$ cat config.mk
export PLATFORM = sky130hd
export DESIGN_NAME = tof_flags
export DESIGN_NICKNAME = d
export VERILOG_FILES = /design/src/rtl/tof_pkg.sv /design/src/rtl/tof_flags.sv
export VERILOG_INCLUDE_DIRS = /design/src /design/src/rtl
export SDC_FILE = /design/constraint.sdc
export NUM_CORES = 1
export LEC_CHECK = 0
export BUFFER_PORTS_ARGS = -buffer_cell sky130_fd_sc_hd__buf_2
export CORE_AREA = 2 2 49 51
export DETAILED_ROUTE_END_ITERATION = 8
export DIE_AREA = 0 0 51 53
export PLACE_DENSITY = 0.8
export SYNTH_ARGS = -nofsm -noshare
export SYNTH_HDL_FRONTEND = slang
export SYNTH_SLANG_ARGS = --single-unit
export TNS_END_PERCENT = 50
$ cat constraint.sdc
create_clock -name clk_sys -period 1.1 [get_ports clk_sys]
set_input_delay 0.11 -clock clk_sys [delete_from_list [all_inputs] [get_ports clk_sys]]
set_output_delay 0.11 -clock clk_sys [all_outputs]
set_load 0.05 [all_outputs]
$ cat src/rtl/tof_params.svh
// Function
// - Five sticky severe temperature flags, bits 4..0, set when sensor exceeds threshold.
// - Set flags stay until host writes 1; only bits written 1 clear.
// - Warning temperature byte sits at offset b5, resets to zero.
// - Five sticky warning temperature flags, same bit order, set above warning threshold.
// - Low-side overcurrent byte sits at offset b6, resets to zero.
// - Sticky overcurrent flags: bit 2 controller six, 1 two, 0 one.
// - Severe temperature byte sits at offset b4, just below the warning byte.
`ifndef TOF_PARAMS_SVH
`define TOF_PARAMS_SVH
`define TOF_ADDR_SHUTDOWN 8'hb4
`define TOF_ADDR_WARNING  8'hb5
`define TOF_ADDR_OVERCUR  8'hb6
`define TOF_RESET_VALUE   8'h00
`define TOF_THERM_BITS    5
`define TOF_OC_BITS       3
`endif

$ cat src/rtl/tof_pkg.sv
package tof_pkg;
    typedef struct packed {
        logic       wr;
        logic [7:0] addr;
        logic [7:0] wdata;
    } tof_req_t;
endpackage : tof_pkg

$ cat src/rtl/tof_flags.sv
`timescale 1ns/1ps
`include "tof_params.svh"
module tof_flags
    import tof_pkg::*;
(
    input  wire logic       clk_sys,
    input  wire logic       resetn,
    input  wire tof_req_t   req,
    input  wire logic [4:0] severe_temp_event,
    input  wire logic [4:0] warning_temp_event,
    input  wire logic [2:0] overcurrent_event,
    output logic      [7:0] rdata
);
    // ==========================================================
    // Decode helpers.
    function automatic logic write_hit(input tof_req_t   r,
                                       input logic [7:0] a);
        return r.wr && (r.addr == a);
    endfunction : write_hit

    function automatic logic [7:0] clear_mask(input tof_req_t   r,
                                              input logic [7:0] a);
        return write_hit(r, a) ? r.wdata : 8'h00;
    endfunction : clear_mask

    function automatic logic [7:0] sticky_next(input logic [7:0] flags,
                                               input logic [7:0] clr,
                                               input logic [7:0] ev);
        return (flags & ~clr) | ev;
    endfunction : sticky_next

    // ==========================================================
    // Flag registers.
    logic [4:0] thermal_shutdown_flags;
    logic [4:0] thermal_warning_flags;
    logic [2:0] lowside_overcurrent_flags;
    logic [4:0] next_shutdown;
    logic [4:0] next_warning;
    logic [2:0] next_overcur;
    logic [7:0] next_rdata;
    logic [7:0] mask_sd;
    logic [7:0] mask_wn;
    logic [7:0] mask_oc;
    logic [4:0] clr_sd;
    logic [4:0] clr_wn;
    logic [2:0] clr_oc;
    logic [7:0] wide_sd;
    logic [7:0] wide_wn;
    logic [7:0] wide_oc;

    // ==========================================================
    // Severe temperature flags.
    always_comb begin
        mask_sd       = clear_mask(req, `TOF_ADDR_SHUTDOWN);
        clr_sd        = mask_sd[4:0];
        wide_sd       = sticky_next({3'h0, thermal_shutdown_flags}, {3'h0, clr_sd},
                                    {3'h0, severe_temp_event});
        next_shutdown = wide_sd[4:0];
    end

    always_ff @(posedge clk_sys or negedge resetn) begin
        if (!resetn) begin
            thermal_shutdown_flags <= 5'h00;
        end else begin
            thermal_shutdown_flags <= next_shutdown;
        end
    end

    // ==========================================================
    // Warning temperature flags.
    always_comb begin
        mask_wn      = clear_mask(req, `TOF_ADDR_WARNING);
        clr_wn       = mask_wn[4:0];
        wide_wn      = sticky_next({3'h0, thermal_warning_flags}, {3'h0, clr_wn},
                                   {3'h0, warning_temp_event});
        next_warning = wide_wn[4:0];
    end

    always_ff @(posedge clk_sys or negedge resetn) begin
        if (!resetn) begin
            thermal_warning_flags <= 5'h00;
        end else begin
            thermal_warning_flags <= next_warning;
        end
    end

    // ==========================================================
    // Low-side overcurrent flags.
    always_comb begin
        mask_oc      = clear_mask(req, `TOF_ADDR_OVERCUR);
        clr_oc       = mask_oc[2:0];
        wide_oc      = sticky_next({5'h00, lowside_overcurrent_flags}, {5'h00, clr_oc},
                                   {5'h00, overcurrent_event});
        next_overcur = wide_oc[2:0];
    end

    always_ff @(posedge clk_sys or negedge resetn) begin
        if (!resetn) begin
            lowside_overcurrent_flags <= 3'h0;
        end else begin
            lowside_overcurrent_flags <= next_overcur;
        end
    end

    // ==========================================================
    // Read data.
    always_comb begin
        case (req.addr)
            `TOF_ADDR_SHUTDOWN: next_rdata = {3'h0, next_shutdown};
            `TOF_ADDR_WARNING:  next_rdata = {3'h0, next_warning};
            `TOF_ADDR_OVERCUR:  next_rdata = {5'h00, next_overcur};
            default:            next_rdata = 8'h00;
        endcase
    end

    always_ff @(posedge clk_sys or negedge resetn) begin
        if (!resetn) begin
            rdata <= `TOF_RESET_VALUE;
        end else begin
            rdata <= next_rdata;
        end
    end
endmodule : tof_flags

After elaboration in Yosys (flattened, before gate mapping)
Index checks and enable logic that the tools add are counted.
Operators by class
  add/sub/neg operators: 0
  $mul: 0
  div/mod/pow operators: 0
  order comparisons: 0
  equality and inequality tests: 3
  shift operators: 0
  muxes and demuxes: 4
  bitwise operators: 9
  reductions and logical operators: 3
Operator list (count)
  == test 8 bit (second input constant): 3
  one-hot mux 5 bit (3 select lines): 1
  AND 5 bit: 2
  2-to-1 mux 5 bit: 2
  inverter 5 bit: 2
  OR 5 bit: 2
  AND 3 bit: 1
  logical AND 1 bit: 3
  2-to-1 mux 3 bit: 1
  inverter 3 bit: 1
  OR 3 bit: 1
Storage, ports and cells
  flip-flop bits (word level): 18
  latch bits: 0
  RAM bits: 0
  ROM bits: 0
  input port bits: 32
  output and inout port bits: 8
  memories: 0

Logic depth before layout (Yosys ltp)
Gate-level depths: netlist of run 1.
  word-level depth: 7
  mapped depth: 4

Worst setup path before layout of run 1
No wires, ideal clock.
  path kind: flip-flop to flip-flop
  start: register thermal_warning_flags[0]
  end: register rdata[0]
  library setup time: 0.136 ns
  arrival time: 0.778 ns
  data required time: 0.964 ns
  setup slack: 0.186 ns
  stages on the path, launching flop included: 4
  cell sequence: dfrtp_1 > a21boi_0 > o32ai_1 > o32ai_1
Between the ends
  cells in the longest elaborated chain, start to end: 3
RTL lines
  start, declared: line tof_flags.sv:35  | logic [4:0] thermal_warning_flags;
  start signal, assigned: line tof_flags.sv:83  | thermal_warning_flags <= next_warning;
  AND 5 bit: line tof_flags.sv:29  | return (flags & ~clr) | ev;
  OR 5 bit: line tof_flags.sv:29
  one-hot mux 5 bit (3 select lines): line tof_flags.sv:108  | case (req.addr)
  named net next_rdata[0]: line tof_flags.sv:40  | logic [7:0] next_rdata;
  end signal, assigned: line tof_flags.sv:118  | rdata <= `TOF_RESET_VALUE;
  end signal, assigned: line tof_flags.sv:120  | rdata <= next_rdata;
  end, declared: line tof_flags.sv:12  | output logic [7:0] rdata
The timed path passes the listed nets, and every way through them passes these cells.

Final worst setup path of run 1
  start: register thermal_warning_flags[2]
  end: register rdata[2]
Same word-level chain as after synthesis.

==> key figures, run 1 <==
Floorplanning
  • # rows: 17
  • Full die area: 2700 sq um
  • DIE WIDTH: 51 um
  • # IOs: 40
  • Die Y: 53 um
  • Starting Density: 44.5%
  • Placeable Area: 2150 sq um

Drt
  • DRC Markers: 0
  • Detailed Route WL: 2.18 mm
  • Routed Antenna Nets: 0
  • Vias per cell: 5.01
  • Drt pass-1 iters: 4
  • 1st-iter DRT viols: 7
  • Vias after detailed routing: 862
  • Routed len/inst: 12.7 um

Setup path
  • Critical Path End Type: flip-flop
  • Worst setup SP type: flip-flop
  • CP dominant cell by count: o32ai_1
  • Slowest CP cell: dfrtp_1
  • Reg2reg start: thermal_warning_flags[2]
  • Reg2reg end: rdata[2]
  • Req. time, crit path: 1260 ps
  • Critical path class: reg -> reg
  • Crit path max fanout: 2
  • CP delay by family, top: compound AO/OA/AOI/OAI gates
  • WP data arrival: 1240 ps
  • CP peak stage delay: 390 ps
  • Worst-path cell chain: a21boi_0, o32ai_1, o32ai_1
  • WP buf/inv: 0
  • R2r worst-path depth: 3
  • R2R Setup Slk: 20 ps

Global routing
  • GRT Resource Usage Total: 17.0%
  • Vias in the first global route: 858
  • Largest net degree at the start of global routing: 19
  • First-pass GRT wire length: 3.44 mm
  • GRT overflow: 0
  • Antenna violations before repair: 0

STA
  • Slew Limit Fails: 0
  • Fin crit period: 1080 ps
  • Highest clock rate: 924 MHz
  • Fin crit share: 98.4%
  • RSZ-0062 raised after global routing: yes
  • # setup viols final: 0
  • Clock Skew: 0.617 ps
  • Final Hold Fails: 0

Run
  • Max-cap violation count: 0

Hold path
  • Hold Path End: thermal_shutdown_flags[2]
  • Origin of the worst min-delay path: severe_temp_event[2]
  • Hold Path Depth: 3
  • Worst min-delay path class: in -> reg

Outcome
  • Status: finished, final reports clean

Power and ir drop
  • Peak supply drop: 0.000578 V
  • Leakage: 0.547 nW
  • Pwr dens: 964 nW/um^2

Clocking
  • TritonCTS buffer count: 3
  • Reg clk slew, reported paths: 100 ps
  • Clock Tree Root: clkbuf_4
  • Worst skew pair latency: 280 ps
  • CTS tree: yes
  • Clock Sink Count: 18
  • Clk buf depth: 2
  • Max H-tree Level: 1
  • Setup Buffers After CTS: 0

Finish
  • Ant. Diodes: 0
  • Share of cells above drive strength 1: 38.9%
  • Commonest non-fill, non-tap cell in the layout: buf_2
  • Design Area, Final: 1240 sq um
  • Share of the core filled with cells: 57.5%
  • Number of nets in the layout: 178
  • Filler cells: 193
  • Syn-to-layout area delta: 29.3%
  • Commonest non-fill, non-tap cells in the layout: 33 x buf_2, 26 x nor2_1, 18 x a21oi_1, 18 x dfrtp_1, 9 x buf_4

Logic synthesis
  • Register area share after synthesis: 47.1%
  • Post-Syn Area: 956 sq um
  • Area contributors post-synth: dfrtp_1 47%, nor2_1 10%, a21oi_1 9.4%
  • Syn Area/Cell: 9.46 sq um
  • Distinct cell type count after synthesis: 21
  • Register bit count reported by yosys: 18
  • YS warnings: 0
  • Synth top area share: 47.1%
  • Synth area leader: dfrtp_1
  • Cells after synthesis: 101

Placement
  • Buffers on Ports: 33
  • Placed inst area: 1200 sq um
  • HPWL after DPL: 1.70 mm
  • Gpl congestion: 0.706
final cells by class:
| class | instances | area (sq um) | area share (%) |
|---|---|---|---|
| repair buffers | 43 | 243 | 19.6 |
| multi-input cells | 79 | 482 | 39.0 |
| inverters | 1 | 3.75 | 0.304 |
| clock buffers | 3 | 22.5 | 1.82 |
| well taps | 28 | 35.0 | 2.83 |
| flip-flops and latches | 18 | 450 | 36.4 |
timing repair:
item / CTS / global route
hold buffers: 1 / 0
resized for setup: 0 / 2
setup endpoints to repair: 0 / 2
endpoints found under the hold margin: 18 / 0
cell families (layout without fill, tap and decap cells):
family | after synthesis | in the layout | synth area share (%)
AND/OR/NAND/NOR | 42 | 42 | 24.6
AO/OA/AOI/OAI | 34 | 34 | 23.8
flip-flops | 18 | 18 | 47.1
buffers and inverters | 6 | 47 | 4.06
other | 1 | 3 | 0.392
registers in the layout (all words and copies together) (netlist names):
signal                     flops
thermal_shutdown_flags         5
lowside_overcurrent_flags      3
rdata                          5
thermal_warning_flags          5
synthesized netlist by cell type:
cell type	number
o32ai_1	6
a211oi_1	2
or2_1	1
a21boi_0	6
buf_2	1
nand4b_4	1
inv_1	1
or3_4	1
nand2b_4	1
dfrtp_1	18
nand2_1	5
nor4_4	1
nand2b_1	1
a211oi_2	2
nor2_1	26
buf_4	4
nor3_1	1
nor4_2	1
conb_1	1
a21oi_1	18
or2_2	3
per-layer routing:
layer / global-route usage (%) / up-vias / wire (um)
met1: 19.8 / 400 / 909
met2: 31.0 / 22 / 1170
met4: 7.66 / 0 / 0
met3: 2.26 / 0 / 97
met5: 0 / - / 0
li1: - / 440 / -
how the worst max path moves through the flow:
stage	startpoint	endpoint	slack (ps)	depth (start not counted)
floorplan	thermal_warning_flags[0]	rdata[0]	190	3
global placement	req[8]	rdata[0]	30	5
detailed placement	req[14]	rdata[0]	7	4
CTS	thermal_warning_flags[1]	rdata[1]	60	3
global route	thermal_warning_flags[2]	rdata[2]	-80	3
finish	thermal_warning_flags[2]	rdata[2]	20	3
where the power goes:
group / leakage (nW) / switching, mW / total, mW / internal [mW]
logic: 0.349 / 0.128 / 0.212 / 0.0833
clock network: 0.0138 / 0.190 / 0.317 / 0.127
registers: 0.183 / 0.000529 / 0.664 / 0.663
tightest hold or removal path, delay by kind of cell:
kind | cells | cell delay [ps]
buffers and inverters | 1 | 90
and+or+nand+nor | 1 | 40
AOI/OAI and AO/OA | 1 | 100
per-stage QoR:
stage	instances	setup WS, ps	hold slack, ps	TNS, ps	total power [mW]
3_5_place_dp	168	7.25	68.1	0	0.880
4_1_cts	172	58.4	83.6	0	1.20
2_1_floorplan	103	186	-186	0	0.780
3_3_place_gp	168	32.7	54.3	0	0.875
6_report	172	17.2	94.5	0	1.19
5_1_grt	172	-81.1	96.6	-93.0	1.25
No activity file was read; power rests on OpenSTA's default activity.
==> run 2, diff against run 1 <==
--- a/config.mk
+++ b/config.mk
@@ -7,10 +7,11 @@
 export NUM_CORES = 1
 export LEC_CHECK = 0
 export BUFFER_PORTS_ARGS = -buffer_cell sky130_fd_sc_hd__buf_2
-export CORE_AREA = 2 2 49 51
+export CAP_MARGIN = 40
+export CORE_AREA = 2 2 47 49
 export DETAILED_ROUTE_END_ITERATION = 8
-export DIE_AREA = 0 0 51 53
-export PLACE_DENSITY = 0.8
+export DIE_AREA = 0 0 49 51
+export PLACE_DENSITY = 0.78
 export SYNTH_ARGS = -nofsm -noshare
 export SYNTH_HDL_FRONTEND = slang
 export SYNTH_SLANG_ARGS = --single-unit
==> constraint.sdc (replaced) <==
create_clock -name clk_sys -period 1.35 [get_ports clk_sys]
set_input_delay 0.135 -clock clk_sys [delete_from_list [all_inputs] [get_ports clk_sys]]
set_output_delay 0.135 -clock clk_sys [all_outputs]
set_load 0.05 [all_outputs]
==> run 2 against run 1 <==
- cell count decreased by 4.1%
- design area fell by 4.4%
- via count rose by 3.5%
- register-to-register slack better by 240 ps
- routed wire length increased by 3.4%
- global-route usage is 2.0 points higher
- largest cell class unchanged
- largest power group unchanged
- highest routed layer is now met4
==> key figures, run 2 (synthesized netlist as in run 1, its figures left out) <==
Global routing
  • Largest net degree at the start of global routing: 19 (unchanged)
  • Antenna violations before repair: 0 (unchanged)
  • GRT overflow: 0 (unchanged)
  • Vias in the first global route: 828 (was 858)
  • First-pass GRT wire length: 3.55 mm (was 3.44 mm)
  • GRT Resource Usage Total: 19.0% (was 17.0%)

Placement
  • Place WS: 164 ps (was 7.25 ps)
  • HPWL after DPL: 1.67 mm (was 1.70 mm)
  • Buffers on Ports: 33 (unchanged)
  • Gpl congestion: 0.808 (was 0.706)

Finish
  • Commonest non-fill, non-tap cells in the layout: 33 x buf_2, 26 x nor2_1, 18 x a21oi_1, 18 x dfrtp_1 (was 33 x buf_2, 26 x nor2_1, 18 x a21oi_1, 18 x dfrtp_1, 9 x buf_4)
  • Commonest non-fill, non-tap cell in the layout: buf_2 (unchanged)
  • Reg area: 450 sq um (unchanged)
  • Top flop regs: rdata (5), thermal_shutdown_flags (5), thermal_warning_flags (5) (unchanged)
  • Ant. Diodes: 0 (unchanged)
  • Number of nets in the layout: 170 (was 178)
  • Syn-to-layout area delta: 23.7% (was 29.3%)
  • Filler cells: 205 (was 193)
  • Share of cells above drive strength 1: 35.0% (was 38.9%)
  • Area of the multi-input gates: 474 sq um (was 482 sq um)

Setup path
  • WP data arrival: 1260 ps (was 1240 ps)
  • Req. time, crit path: 1520 ps (was 1260 ps)
  • Critical path class: reg -> reg (unchanged)
  • Critical Path End Type: flip-flop (unchanged)
  • Worst setup SP type: flip-flop (unchanged)
  • Crit path max fanout: 2 (unchanged)

STA
  • Highest clock rate: 918 MHz (was 924 MHz)
  • Clock Skew: 0.715 ps (was 0.617 ps)
  • Fin crit share: 80.7% (was 98.4%)
  • TNS Setup: 0 ps (unchanged)
  • Slew Limit Fails: 0 (unchanged)
  • # setup viols final: 0 (unchanged)
  • Final Hold Fails: 0 (unchanged)
  • Post-route setup slack: 261 ps (was 17.2 ps)
  • Fin crit period: 1090 ps (was 1080 ps)
  • RSZ-0062 raised after global routing: no (was yes)

Drt
  • Routed len/inst: 13.6 um (was 12.7 um)
  • Vias per cell: 5.41 (was 5.01)
  • DRC Markers: 0 (unchanged)
  • Detailed Route WL: 2.25 mm (was 2.18 mm)
  • Drt pass-1 iters: 4 (unchanged)
  • Routed Antenna Nets: 0 (unchanged)
  • 1st-iter DRT viols: 21 (was 7)
  • Vias after detailed routing: 892 (was 862)

Floorplanning
  • Starting Density: 46.3% (was 44.5%)
  • Placeable Area: 2060 sq um (was 2150 sq um)
  • Die Y: 51 um (was 53 um)
  • # rows: 17 (unchanged)
  • # IOs: 40 (unchanged)
  • Full die area: 2500 sq um (was 2700 sq um)
  • DIE WIDTH: 49 um (was 51 um)

Clocking
  • Resized cells post-CTS: 0 (unchanged)
  • Max H-tree Level: 1 (unchanged)
  • CTS tree: yes (unchanged)
  • Setup Buffers After CTS: 0 (unchanged)
  • Worst skew pair latency: 300 ps (was 280 ps)
  • Reg clk slew, reported paths: 100 ps (about the same)
  • Clk buf depth: 2 (unchanged)
  • Hold_buf cts: 1 (unchanged)
  • Clock Tree Root: clkbuf_4 (unchanged)
  • Clock Sink Count: 18 (unchanged)
  • TritonCTS buffer count: 3 (unchanged)

Power and ir drop
  • Sequential power share: 52.2% (was 55.7%)
  • Pwr Total: 1.04 mW (was 1.19 mW)
  • Pwr dens: 876 nW/um^2 (was 964 nW/um^2)
  • Clock power frac: 32.5% (was 26.6%)
  • Internal power: 0.760 mW (was 0.873 mW)
  • Switching Share: 26.6% (was 26.7%)
  • Leakage: 0.512 nW (was 0.547 nW)
  • Gate power share: 15.3% (was 17.8%)
  • Peak supply drop: 0.000862 V (was 0.000578 V)
  • Psw: 0.276 mW (was 0.319 mW)

Hold path
  • Worst min-delay path class: in -> reg (unchanged)

Run
  • Max-cap violation count: 0 (unchanged)

Outcome
  • Status: finished, final reports clean (unchanged)
[run 2: per-layer routing]
layer  track usage [%]  wire [um]
met3              2.34         98
met4              15.7        115
met5                 0          0
met2              32.9       1110
met1              21.1        924
[run 2: final timing paths]
path	depth (start not counted)	slack (ps)	startpoint	to
max	3	260	thermal_warning_flags[0]	rdata[0]
min	3	100	severe_temp_event[1]	thermal_shutdown_flags[1]
max reg2reg	3	260	thermal_warning_flags[0]	rdata[0]
min reg2reg	2	530	thermal_shutdown_flags[1]	thermal_shutdown_flags[1]
max in group asynchronous	2	780	resetn	rdata[2]
min in group asynchronous	2	290	resetn	rdata[4]
[run 2: cell type report]
type                            count  share of cell area (%)
Clock buffer                        4                    3.07
Sequential cell                    18                    38.1
Tap cell                           28                    2.96
Multi-Input combinational cell     79                    40.1
Inverter                            1                   0.317
Timing Repair Buffer               35                    15.4
[run 2: through the flow]
step	hold slack (ps)	instance area (sq um)	util, %	cells
3_3_place_gp	88.4	1140	55.1	160
6_report	98.0	1180	57.3	165
2_1_floorplan	-161	963	-	103
4_1_cts	103	1180	57.3	165
5_1_grt	99.0	1180	57.3	165
3_5_place_dp	87.5	1140	55.1	160
[run 2: power by group through the flow]
stage / Clock (mW) / Sequential (mW) / Combinational [mW]
finish: 0.337 / 0.541 / 0.159
global placement: 0 / 0.551 / 0.149
CTS: 0.332 / 0.541 / 0.159
floorplan: 0 / 0.555 / 0.0801
detailed placement: 0 / 0.551 / 0.155
global route: 0.354 / 0.541 / 0.174
[run 2: critical path, cell delays in order (launching register included)]
cell and delay [ps]:
dfrtp_1 390, a21boi_0 120, o32ai_1 290, o32ai_1 160
